--- src/vmsc_pkg.sv ---
// Package with register layout, encodings and reset values for the block.
package vmsc_pkg;

	// System register encodings (op1, CRn, CRm, op2 concatenated).
	localparam logic [13:0] SYSREG_STATUS_ENC  = 14'h32da;
	localparam logic [13:0] SYSREG_CONTROL_ENC = 14'h32df;

	// Maintenance status bit positions.
	localparam int unsigned ST_GRP1_DIS = 7;
	localparam int unsigned ST_GRP1_EN  = 6;
	localparam int unsigned ST_GRP0_DIS = 5;
	localparam int unsigned ST_GRP0_EN  = 4;
	localparam int unsigned ST_NO_PEND  = 3;
	localparam int unsigned ST_NOT_PRES = 2;
	localparam int unsigned ST_UNDERFL  = 1;
	localparam int unsigned ST_EOI      = 0;
	localparam int unsigned ST_WIDTH    = 8;

	// Control register field positions.
	localparam int unsigned CT_PMASK_LSB  = 24;
	localparam int unsigned CT_BP0_LSB    = 21;
	localparam int unsigned CT_BP1_LSB    = 18;
	localparam int unsigned CT_SPLIT_EOI  = 9;
	localparam int unsigned CT_COMMON_BP  = 4;
	localparam int unsigned CT_FIQ_SEL    = 3;
	localparam int unsigned CT_ACK_CTL    = 2;
	localparam int unsigned CT_GRP1_EN    = 1;
	localparam int unsigned CT_GRP0_EN    = 0;

	// Reset values, binary point ceiling and spurious identity.
	localparam logic [31:0] CONTROL_RESET = 32'h0000_0000;
	localparam logic [7:0]  STATUS_RESET  = 8'h00;
	localparam logic [2:0]  BP_SATURATE   = 3'h7;
	localparam logic [9:0]  SPURIOUS_ID   = 10'h3fe;

	// Access levels of the requester.
	typedef enum logic [1:0] {
		VMSC_LVL_OTHER,
		VMSC_LVL_HYP,
		VMSC_LVL_MON
	} vmsc_level_t;

	// List register state field codes.
	localparam logic [1:0] LR_INACTIVE = 2'h0;
	localparam logic [1:0] LR_PENDING  = 2'h1;
	localparam logic [1:0] LR_ACTIVE   = 2'h2;
	localparam logic [1:0] LR_PEND_ACT = 2'h3;

endpackage : vmsc_pkg

--- src/vmsc_lr_scan.sv ---
// Counts valid list register entries and detects any pending one for maintenance flags.
module vmsc_lr_scan import vmsc_pkg::*; #(
	parameter int unsigned NUM_LR = 16
) (
	input  wire logic [2*NUM_LR-1:0] lr_state,
	output logic                     none_pending,
	output logic                     at_most_one
);

	// Inactive entries count neither as valid nor as pending, though the scan sees every state field.
	// Direct-set packets never reach this scan, only list state does.
	always_comb begin
		int unsigned valid_cnt;
		logic        pend_any;
		valid_cnt = 0;
		pend_any  = 1'b0;
		for (int i = 0; i < NUM_LR; i++) begin
			if (lr_state[2*i +: 2] != LR_INACTIVE) begin
				valid_cnt = valid_cnt + 1;
			end
			if (lr_state[2*i +: 2] == LR_PENDING ||
			    lr_state[2*i +: 2] == LR_PEND_ACT) begin
				pend_any = 1'b1;
			end
		end
		none_pending = !pend_any;
		at_most_one  = (valid_cnt <= 1);
	end

endmodule : vmsc_lr_scan

--- src/vmsc_bpoint.sv ---
// Binary point handling: write clamp and common-point read-back.
module vmsc_bpoint import vmsc_pkg::*; (
	input  wire logic [2:0] bp0_wdata,
	input  wire logic [2:0] bp0_cur,
	input  wire logic [2:0] min_bp0,
	output logic      [2:0] bp0_clamped,
	output logic      [2:0] bp1_view
);

	// Values below the minimum are raised to it rather than refused.
	always_comb begin
		bp0_clamped = (bp0_wdata < min_bp0) ? min_bp0 : bp0_wdata;
		bp1_view    = (bp0_cur == BP_SATURATE) ? BP_SATURATE :
		              bp0_cur + 3'h1;
	end

endmodule : vmsc_bpoint

--- src/vmsc_top.sv ---
// Virtual interface maintenance status and virtual machine control block.
module vmsc_top import vmsc_pkg::*; #(
	parameter int unsigned NUM_LR   = 16,
	parameter int unsigned PRE_BITS = 5,
	parameter int unsigned EOIC_W   = 5,
	parameter bit          SRE_FIXED = 1'b0,
	parameter bit          HYP_IMPL  = 1'b1
) (
	input  wire logic                clock,
	input  wire logic                srst,
	input  wire logic                clk_en,
	input  wire logic                reg_valid,
	input  wire logic                reg_write,
	input  wire logic [13:0]         reg_enc,
	input  wire logic [31:0]         reg_wdata,
	input  wire vmsc_level_t         reg_level,
	input  wire logic                sysreg_access_enable_hyp,
	input  wire logic                sysreg_access_enable_mon,
	input  wire logic                bp1_write,
	input  wire logic [2:0]          bp1_wdata,
	input  wire logic                bp0_write,
	input  wire logic [2:0]          bp0_wdata,
	input  wire logic                grp1_disabled_irq_en,
	input  wire logic                grp1_enabled_irq_en,
	input  wire logic                grp0_disabled_irq_en,
	input  wire logic                grp0_enabled_irq_en,
	input  wire logic                no_pending_irq_en,
	input  wire logic                entry_not_present_irq_en,
	input  wire logic                underflow_irq_en,
	input  wire logic [EOIC_W-1:0]   end_of_irq_counter,
	input  wire logic [NUM_LR-1:0]   end_of_irq_status,
	input  wire logic [2*NUM_LR-1:0] lr_state,
	input  wire logic                hp_valid,
	input  wire logic [7:0]          hp_priority,
	input  wire logic                hp_group1,
	input  wire logic [9:0]          hp_id,
	input  wire logic                eoi_write,
	input  wire logic                dir_write,
	output logic [31:0]              reg_rdata,
	output logic                     reg_done,
	output logic                     reg_trap,
	output logic                     maint_irq,
	output logic                     virq_out,
	output logic                     vfiq_out,
	output logic [9:0]               ack_id,
	output logic [2:0]               bp1_rdata,
	output logic [2:0]               bp0_rdata,
	output logic                     prio_drop,
	output logic                     deactivate
);

	////////////////////////////////////////////////////////////////////////
	// Control register fields and outputs held in flip-flops.

	logic [7:0]  pmask_q, pmask_d;
	logic [2:0]  bp0_q, bp0_d, bp1_q, bp1_d;
	logic        split_q, split_d, cbp_q, cbp_d, fiq_q, fiq_d;
	logic        ack_q, ack_d, en1_q, en1_d, en0_q, en0_d;
	logic [ST_WIDTH-1:0] status_q, status_d;
	logic [31:0] rdata_q, rdata_d;
	logic        done_q, done_d, trap_q, trap_d, mirq_q, mirq_d;
	logic        virq_q, virq_d, vfiq_q, vfiq_d;
	logic [9:0]  ack_id_q, ack_id_d;
	logic [2:0]  bp0r_q, bp1r_q, bp1_view, bp0_clamp, bpw_clamp;
	logic        drop_q, drop_d, deact_q, deact_d;
	logic        none_pending, at_most_one;
	logic [2:0]  min_bp0;

	// The minimum group-zero point follows the implemented preemption bits.
	assign min_bp0 = 3'(7 - PRE_BITS);

	vmsc_lr_scan #(
		.NUM_LR       (NUM_LR)
	) u_scan (
		.lr_state     (lr_state),
		.none_pending (none_pending),
		.at_most_one  (at_most_one)
	);

	// One instance clamps bus writes, the other the direct point register.
	vmsc_bpoint u_bp_bus (
		.bp0_wdata   (reg_wdata[CT_BP0_LSB +: 3]),
		.bp0_cur     (bp0_q),
		.min_bp0     (min_bp0),
		.bp0_clamped (bp0_clamp),
		.bp1_view    (bp1_view)
	);

	vmsc_bpoint u_bp_dir (
		.bp0_wdata   (bp0_wdata),
		.bp0_cur     (bp0_q),
		.min_bp0     (min_bp0),
		.bp0_clamped (bpw_clamp),
		.bp1_view    ()
	);

	////////////////////////////////////////////////////////////////////////
	// Register access: decode, trap check and control updates.

	// A trapped access changes nothing; it only answers with the trap pulse.
	// Unknown encodings and an absent hypervisor level both read as zero.
	always_comb begin
		logic hit_st, hit_ct, trapped, live;
		logic [31:0] ctl_word;
		hit_st   = (reg_enc == SYSREG_STATUS_ENC);
		hit_ct   = (reg_enc == SYSREG_CONTROL_ENC);
		trapped  = (reg_level == VMSC_LVL_HYP && !sysreg_access_enable_hyp) ||
		           (reg_level == VMSC_LVL_MON && !sysreg_access_enable_mon);
		live     = reg_valid && !trapped && HYP_IMPL;
		ctl_word = {pmask_q, bp0_q, bp1_q, 8'h00, split_q, 4'h0, cbp_q,
		            fiq_q, ack_q, en1_q, en0_q};
		pmask_d  = pmask_q;
		bp0_d    = bp0_q;
		bp1_d    = bp1_q;
		split_d  = split_q;
		cbp_d    = cbp_q;
		fiq_d    = fiq_q;
		ack_d    = ack_q;
		en1_d    = en1_q;
		en0_d    = en0_q;
		rdata_d  = rdata_q;
		done_d   = reg_valid && !trapped;
		trap_d   = reg_valid && trapped;
		if (reg_valid && !trapped) begin
			rdata_d = 32'h0000_0000;
		end
		if (live && !reg_write) begin
			if (hit_st) begin
				rdata_d = {24'h00_0000, status_q};
			end else if (hit_ct) begin
				rdata_d = ctl_word;
			end
		end
		if (live && reg_write && hit_ct) begin
			pmask_d = reg_wdata[CT_PMASK_LSB +: 8];
			bp0_d   = bp0_clamp;
			bp1_d   = reg_wdata[CT_BP1_LSB +: 3];
			split_d = reg_wdata[CT_SPLIT_EOI];
			cbp_d   = reg_wdata[CT_COMMON_BP];
			fiq_d   = reg_wdata[CT_FIQ_SEL];
			ack_d   = reg_wdata[CT_ACK_CTL];
			en1_d   = reg_wdata[CT_GRP1_EN];
			en0_d   = reg_wdata[CT_GRP0_EN];
		end
		// Guest-side binary point writes; group one is frozen in common mode.
		if (bp0_write) begin
			bp0_d = bpw_clamp;
		end
		if (bp1_write && !cbp_d) begin
			bp1_d = bp1_wdata;
		end
		if (SRE_FIXED) begin
			ack_d = 1'b0;
			fiq_d = 1'b1;
		end
	end

	// Control fields and bus answer registers; clock enable low holds all.
	// The group-zero point resets to its minimum so control reads never show it illegal.
	always_ff @(posedge clock) begin
		if (srst) begin
			pmask_q <= CONTROL_RESET[CT_PMASK_LSB +: 8];
			bp0_q   <= min_bp0;
			bp1_q   <= CONTROL_RESET[CT_BP1_LSB +: 3];
			split_q <= CONTROL_RESET[CT_SPLIT_EOI];
			cbp_q   <= CONTROL_RESET[CT_COMMON_BP];
			fiq_q   <= SRE_FIXED;
			ack_q   <= CONTROL_RESET[CT_ACK_CTL];
			en1_q   <= CONTROL_RESET[CT_GRP1_EN];
			en0_q   <= CONTROL_RESET[CT_GRP0_EN];
			rdata_q <= 32'h0000_0000;
			done_q  <= 1'b0;
			trap_q  <= 1'b0;
		end else if (clk_en) begin
			pmask_q <= pmask_d;
			bp0_q   <= bp0_d;
			bp1_q   <= bp1_d;
			split_q <= split_d;
			cbp_q   <= cbp_d;
			fiq_q   <= fiq_d;
			ack_q   <= ack_d;
			en1_q   <= en1_d;
			en0_q   <= en0_d;
			rdata_q <= rdata_d;
			done_q  <= done_d;
			trap_q  <= trap_d;
		end
	end

	////////////////////////////////////////////////////////////////////////
	// Maintenance status: a level view of the current conditions.

	always_comb begin
		status_d = STATUS_RESET;
		status_d[ST_GRP1_DIS] = grp1_disabled_irq_en && !en1_q;
		status_d[ST_GRP1_EN]  = grp1_enabled_irq_en && en1_q;
		status_d[ST_GRP0_DIS] = grp0_disabled_irq_en && !en0_q;
		status_d[ST_GRP0_EN]  = grp0_enabled_irq_en && en0_q;
		status_d[ST_NO_PEND]  = no_pending_irq_en && none_pending;
		status_d[ST_NOT_PRES] = entry_not_present_irq_en &&
		                        (end_of_irq_counter != '0);
		status_d[ST_UNDERFL]  = underflow_irq_en && at_most_one;
		status_d[ST_EOI]      = |end_of_irq_status;
		// Without a hypervisor level nothing may raise a maintenance flag.
		if (!HYP_IMPL) begin
			status_d = STATUS_RESET;
		end
		// The request is formed from next flags so it lines up with status.
		mirq_d = |status_d;
	end

	// Status is registered so the request output comes from a flip-flop.
	// The price is one cycle of lag behind the hypervisor enables.
	always_ff @(posedge clock) begin
		if (srst) begin
			status_q <= STATUS_RESET;
			mirq_q   <= 1'b0;
		end else if (clk_en) begin
			status_q <= status_d;
			mirq_q   <= mirq_d;
		end
	end

	////////////////////////////////////////////////////////////////////////
	// Virtual interrupt signalling, acknowledge identity and completion.

	always_comb begin
		logic fire, enabled;
		// Lower numeric priority is more urgent, so it must sit below the mask.
		enabled  = hp_group1 ? en1_q : en0_q;
		fire     = hp_valid && enabled && (hp_priority < pmask_q);
		virq_d   = fire && (hp_group1 || !fiq_q);
		vfiq_d   = fire && !hp_group1 && fiq_q;
		// Legacy readers see the spurious identity for a hidden group one.
		ack_id_d = (hp_valid && hp_group1 && !ack_q) ? SPURIOUS_ID : hp_id;
		// With split mode off a deactivate write has no defined effect; drop it.
		drop_d   = eoi_write;
		deact_d  = split_q ? dir_write : eoi_write;
	end

	// Signalling outputs and guest-view binary points, one cycle behind.
	// In common mode the group-one view is derived, never stored.
	always_ff @(posedge clock) begin
		if (srst) begin
			virq_q   <= 1'b0;
			vfiq_q   <= 1'b0;
			ack_id_q <= 10'h000;
			drop_q   <= 1'b0;
			deact_q  <= 1'b0;
			bp0r_q   <= 3'h0;
			bp1r_q   <= 3'h0;
		end else if (clk_en) begin
			virq_q   <= virq_d;
			vfiq_q   <= vfiq_d;
			ack_id_q <= ack_id_d;
			drop_q   <= drop_d;
			deact_q  <= deact_d;
			bp0r_q   <= bp0_d;
			bp1r_q   <= cbp_d ? bp1_view : bp1_d;
		end
	end

	// Every output is a plain copy of a flip-flop, with no gating after it.
	// That keeps downstream timing independent of the decode logic.
	assign reg_rdata  = rdata_q;
	assign reg_done   = done_q;
	assign reg_trap   = trap_q;
	assign maint_irq  = mirq_q;
	assign virq_out   = virq_q;
	assign vfiq_out   = vfiq_q;
	assign ack_id     = ack_id_q;
	assign bp0_rdata  = bp0r_q;
	assign bp1_rdata  = bp1r_q;
	assign prio_drop  = drop_q;
	assign deactivate = deact_q;

endmodule : vmsc_top

--- config.mk ---
export PLATFORM = sky130hd
export DESIGN_NAME = vmsc_top
export DESIGN_NICKNAME = d
export VERILOG_FILES = /design/src/vmsc_pkg.sv /design/src/vmsc_lr_scan.sv /design/src/vmsc_bpoint.sv /design/src/vmsc_top.sv
export SDC_FILE = /design/constraint.sdc
export NUM_CORES = 1
export LEC_CHECK = 0
export ABC_AREA = 1
export BUFFER_PORTS_ARGS = -buffer_cell sky130_fd_sc_hd__buf_2
export CAP_MARGIN = 20
export CORE_AREA = 2 2 115 117
export CTS_CLUSTER_SIZE = 40
export DETAILED_ROUTE_END_ITERATION = 8
export DIE_AREA = 0 0 117 119
export GPL_TIMING_DRIVEN = 0
export PLACE_DENSITY = 0.72
export SKIP_CTS_REPAIR_TIMING = 1
export SLEW_MARGIN = 20
export SYNTH_ARGS = -nofsm -noshare
export SYNTH_HDL_FRONTEND = slang
export SYNTH_SLANG_ARGS = --single-unit
--- constraint.sdc ---
create_clock -name clock -period 14.4 [get_ports clock]
set_input_delay 2.16 -clock clock [delete_from_list [all_inputs] [get_ports clock]]
set_output_delay 2.16 -clock clock [all_outputs]
set_load 0.02 [all_outputs]
==> results.sh <==
export IMPL_ys_warn_count=0
export IMPL_setup_tns_ps=0
export IMPL_hpwl_mm=12.8
export IMPL_die_area_um2=13900
export IMPL_avgViaCountPerCell=4.87
export IMPL_crit_path_end_kind="flip-flop"
export IMPL_wl_per_cell_um=12.5
export IMPL_core_area_um2=12900
export IMPL_routed_via_count=6043
export IMPL_grt_overflow=0
export IMPL_hold_violations=0
export IMPL_fin_crit_sh=0.728
export IMPL_hold_path_class="flip-flop to flip-flop"
export IMPL_drive_above_1_share=0.295
export IMPL_p_switching_w=0.000363
export IMPL_cts_tree="yes"
export IMPL_die_h_um=119
export IMPL_pwr_share_clk=0.254
export IMPL_timing_rr_start="pmask_q[5]"
export IMPL_drv_cap=0
export IMPL_synth_area_um2=5600
export IMPL_grt_pass1_vias=5524
export IMPL_r2r_slack_ps=12630
export IMPL_holdPathStages=2
export IMPL_finalPower_w=0.000860
export IMPL_portBuffers=187
export IMPL_initial_utilization=0.435
export IMPL_clk_latency_ps=330
export IMPL_fp_row_count=42
export IMPL_cts_buffers=9
export IMPL_synth_avg_cell_area_um2=6.50
export IMPL_period_minus_slack_ps=10480
export IMPL_seq_area_frac_synth=0.289
export IMPL_drt_wl_total_mm=15.6
export IMPL_ant_nets=0
export IMPL_skew_ps=5.52
export IMPL_syn_nets=1029
export IMPL_relSlewSlack=0.560
export IMPL_worst_pin_slew_ps=658
export IMPL_combPwrFrac=0.472
export IMPL_p_seq_frac=0.273
export IMPL_p_leak_nw=3.58
export IMPL_cpMostUsedCell="nand2_1"
export IMPL_die_x_um=117
export IMPL_cp_slowest_cell="ha_1"
export IMPL_grt_max_degree=16
export IMPL_antenna_found_initial=2
export IMPL_fmaxAchievable_mhz=95.4
export IMPL_cts_sinks=81
export IMPL_synthDistinctLibCells=42
export IMPL_cts_root_buf="clkbuf_16"
export IMPL_nNetsFinal=1227
export IMPL_postSynthCellCount=862
export IMPL_htreeDepth=3
export IMPL_clk_pin_slew_worst_paths_ps=70
export IMPL_timing_rr_end="virq_out"
export IMPL_fillers=1304
export IMPL_rr_worst_depth=7
export IMPL_drc=0
export IMPL_cp_max_fo=3
export IMPL_grt_pass1_wl_mm=25.3
export IMPL_grt_setup_unrepaired="false"
export IMPL_hold_end="reg_rdata[15]"
export IMPL_cp_data_arrival_time_ps=10740
export IMPL_final_cell_area_um2=7050
export IMPL_worstPathRequired_ps=14660
export IMPL_dr_first_iter_drc_count=387
export IMPL_clk_path_buf_depth=2
export IMPL_p_int_w=0.000496
export IMPL_regArea_um2=1620
export IMPL_critPathKind="input pin to flip-flop"
export IMPL_ys_ff_latch=81
export IMPL_cellPowerDensity_nw_per_um2=122
export IMPL_multi_input_area_um2=3370
export IMPL_start_kind="input pin"
export IMPL_p_sw_frac=0.422
export IMPL_placed_area_um2=6760
export IMPL_first_pass_iters=5
export IMPL_max_stage_delay_ps=330
export IMPL_setup_viol=0
export IMPL_track_usage=0.225
export IMPL_syn_to_final_growth_pct=25.8
export IMPL_gp_congestion=0.902
export IMPL_slew_violations=0
export IMPL_min_delay_start="reg_rdata[15]"
export IMPL_design_portCount=200
export IMPL_vdd_ir_drop_worst_mv=0.0618
export IMPL_status="complete, no violations"
## stage by stage
step	util	std cells	setup slack, ps	hold WS, ps
finish	0.548	1242	3920	453
global route	0.548	1242	3180	481
CTS	0.547	1241	3920	455
detailed placement	0.525	1225	3610	444
global placement	0.525	1225	3610	441
floorplan	-	862	4510	437
## synth_stat cells
cell / n / share of area
nor2_2: 10 / 0.011
nand2_2: 41 / 0.046
nand3_2: 24 / 0.043
or2_2: 4 / 0.0045
nor4b_1: 1 / 0.0016
o21a_1: 1 / 0.0013
clkbuf_1: 20 / 0.013
nor3_1: 6 / 0.0054
nor2_4: 4 / 0.0080
o22a_1: 1 / 0.0016
o21bai_1: 2 / 0.0027
inv_1: 123 / 0.082
o21ai_2: 1 / 0.0016
inv_2: 13 / 0.0087
ha_1: 22 / 0.049
nor4_1: 6 / 0.0067
o311ai_0: 2 / 0.0031
a21oi_1: 66 / 0.059
o21ai_1: 4 / 0.0036
buf_1: 1 / 0.00067
dfxtp_1: 81 / 0.29
and3_1: 1 / 0.0011
nand4_1: 6 / 0.0067
or3b_2: 1 / 0.0016
nand3b_2: 2 / 0.0040
o31ai_1: 1 / 0.0013
nand3_1: 63 / 0.056
and2_1: 2 / 0.0022
buf_4: 2 / 0.0027
o211ai_1: 15 / 0.020
or4_1: 1 / 0.0013
nand2_4: 4 / 0.0080
a31oi_1: 4 / 0.0045
a21boi_0: 1 / 0.0013
nand3b_1: 6 / 0.0080
nor2_1: 72 / 0.048
nand3_4: 5 / 0.016
nand2_1: 193 / 0.13
o2111ai_1: 1 / 0.0016
o22ai_1: 1 / 0.0011
o21ai_0: 46 / 0.041
clkinv_1: 2 / 0.0013
## routing by layer
metal | GRT usage | wire length (µm) | share of wire
met1 | 0.292 | 7270 | 0.47
met2 | 0.385 | 7230 | 0.46
met3 | 0.0412 | 860 | 0.055
met4 | 0.0478 | 212 | 0.014
met5 | 0 | 13 | 0.00083
## critical path: cells and delay by family
kind	cells	cell delay (ps)
compound gates	5	1000
fa+ha+maj	14	4030
simple gates	29	3120
buf+inv	7	430
## how the worst max path moves through the flow
stage                 to        start  slack [ps]
6_report       maint_irq  lr_state[0]        3920
2_1_floorplan  maint_irq  lr_state[0]        4510
3_5_place_dp   maint_irq  lr_state[0]        3610
3_3_place_gp   maint_irq  lr_state[0]        3610
5_1_grt        maint_irq  lr_state[2]        3180
4_1_cts        maint_irq  lr_state[0]        3920
## power by group through the flow
stage	Clock (W)	Combinational, W	Sequential (W)
final	0.000219	0.000406	0.000235
after global routing	0.000231	0.000470	0.000236
after CTS	0.000221	0.000408	0.000235
after detailed placement	0	0.000407	0.000240
after global placement	0	0.000398	0.000240
after floorplan	0	0.000324	0.000244
## layout by cell type, fill, tap and decap left out, types with 5 or more instances in the layout
cell,n
nor2_2,10
nor2_1,72
nand2_1,193
nand3b_1,6
nand3_2,24
nand3_4,5
nand3_1,63
a21oi_1,66
o211ai_1,15
nand2_2,41
dfxtp_1,81
ha_1,22
nand4_1,6
inv_1,123
clkbuf_16,9
inv_2,13
clkbuf_1,20
buf_2,187
nor3_1,6
o21ai_0,46
nor4_1,6
## state kept, by name, indices dropped and copies added (netlist names), 3 cells and up
register,cells
bp1_rdata,3
status_q,8
bp1_q,3
pmask_q,8
bp0_q,3
reg_rdata,32
ack_id,10
## cell type report
cell class,instances,area share
Antenna cell,1,0.000355
Buffer,23,0.0133
Clock buffer,10,0.0339
Clock inverter,6,0.00710
Inverter,138,0.0735
Multi-Input combinational cell,620,0.478
Sequential cell,81,0.230
Tap cell,176,0.0312
Timing Repair Buffer,187,0.133
## kinds of logic (layout without fill, tap and decap cells)
logic type               after synthesis  after routing  share of synthesized area
AO/OA/AOI/OAI                        146            146                      0.144
adder cells (fa/ha/maj)               22             22                     0.0491
buffers and inverters                161            364                      0.109
flip-flops                            81             81                      0.289
other                                  0              1                          0
AND/OR/NAND/NOR                      452            452                      0.408
(Power assumes the default switching activity.)
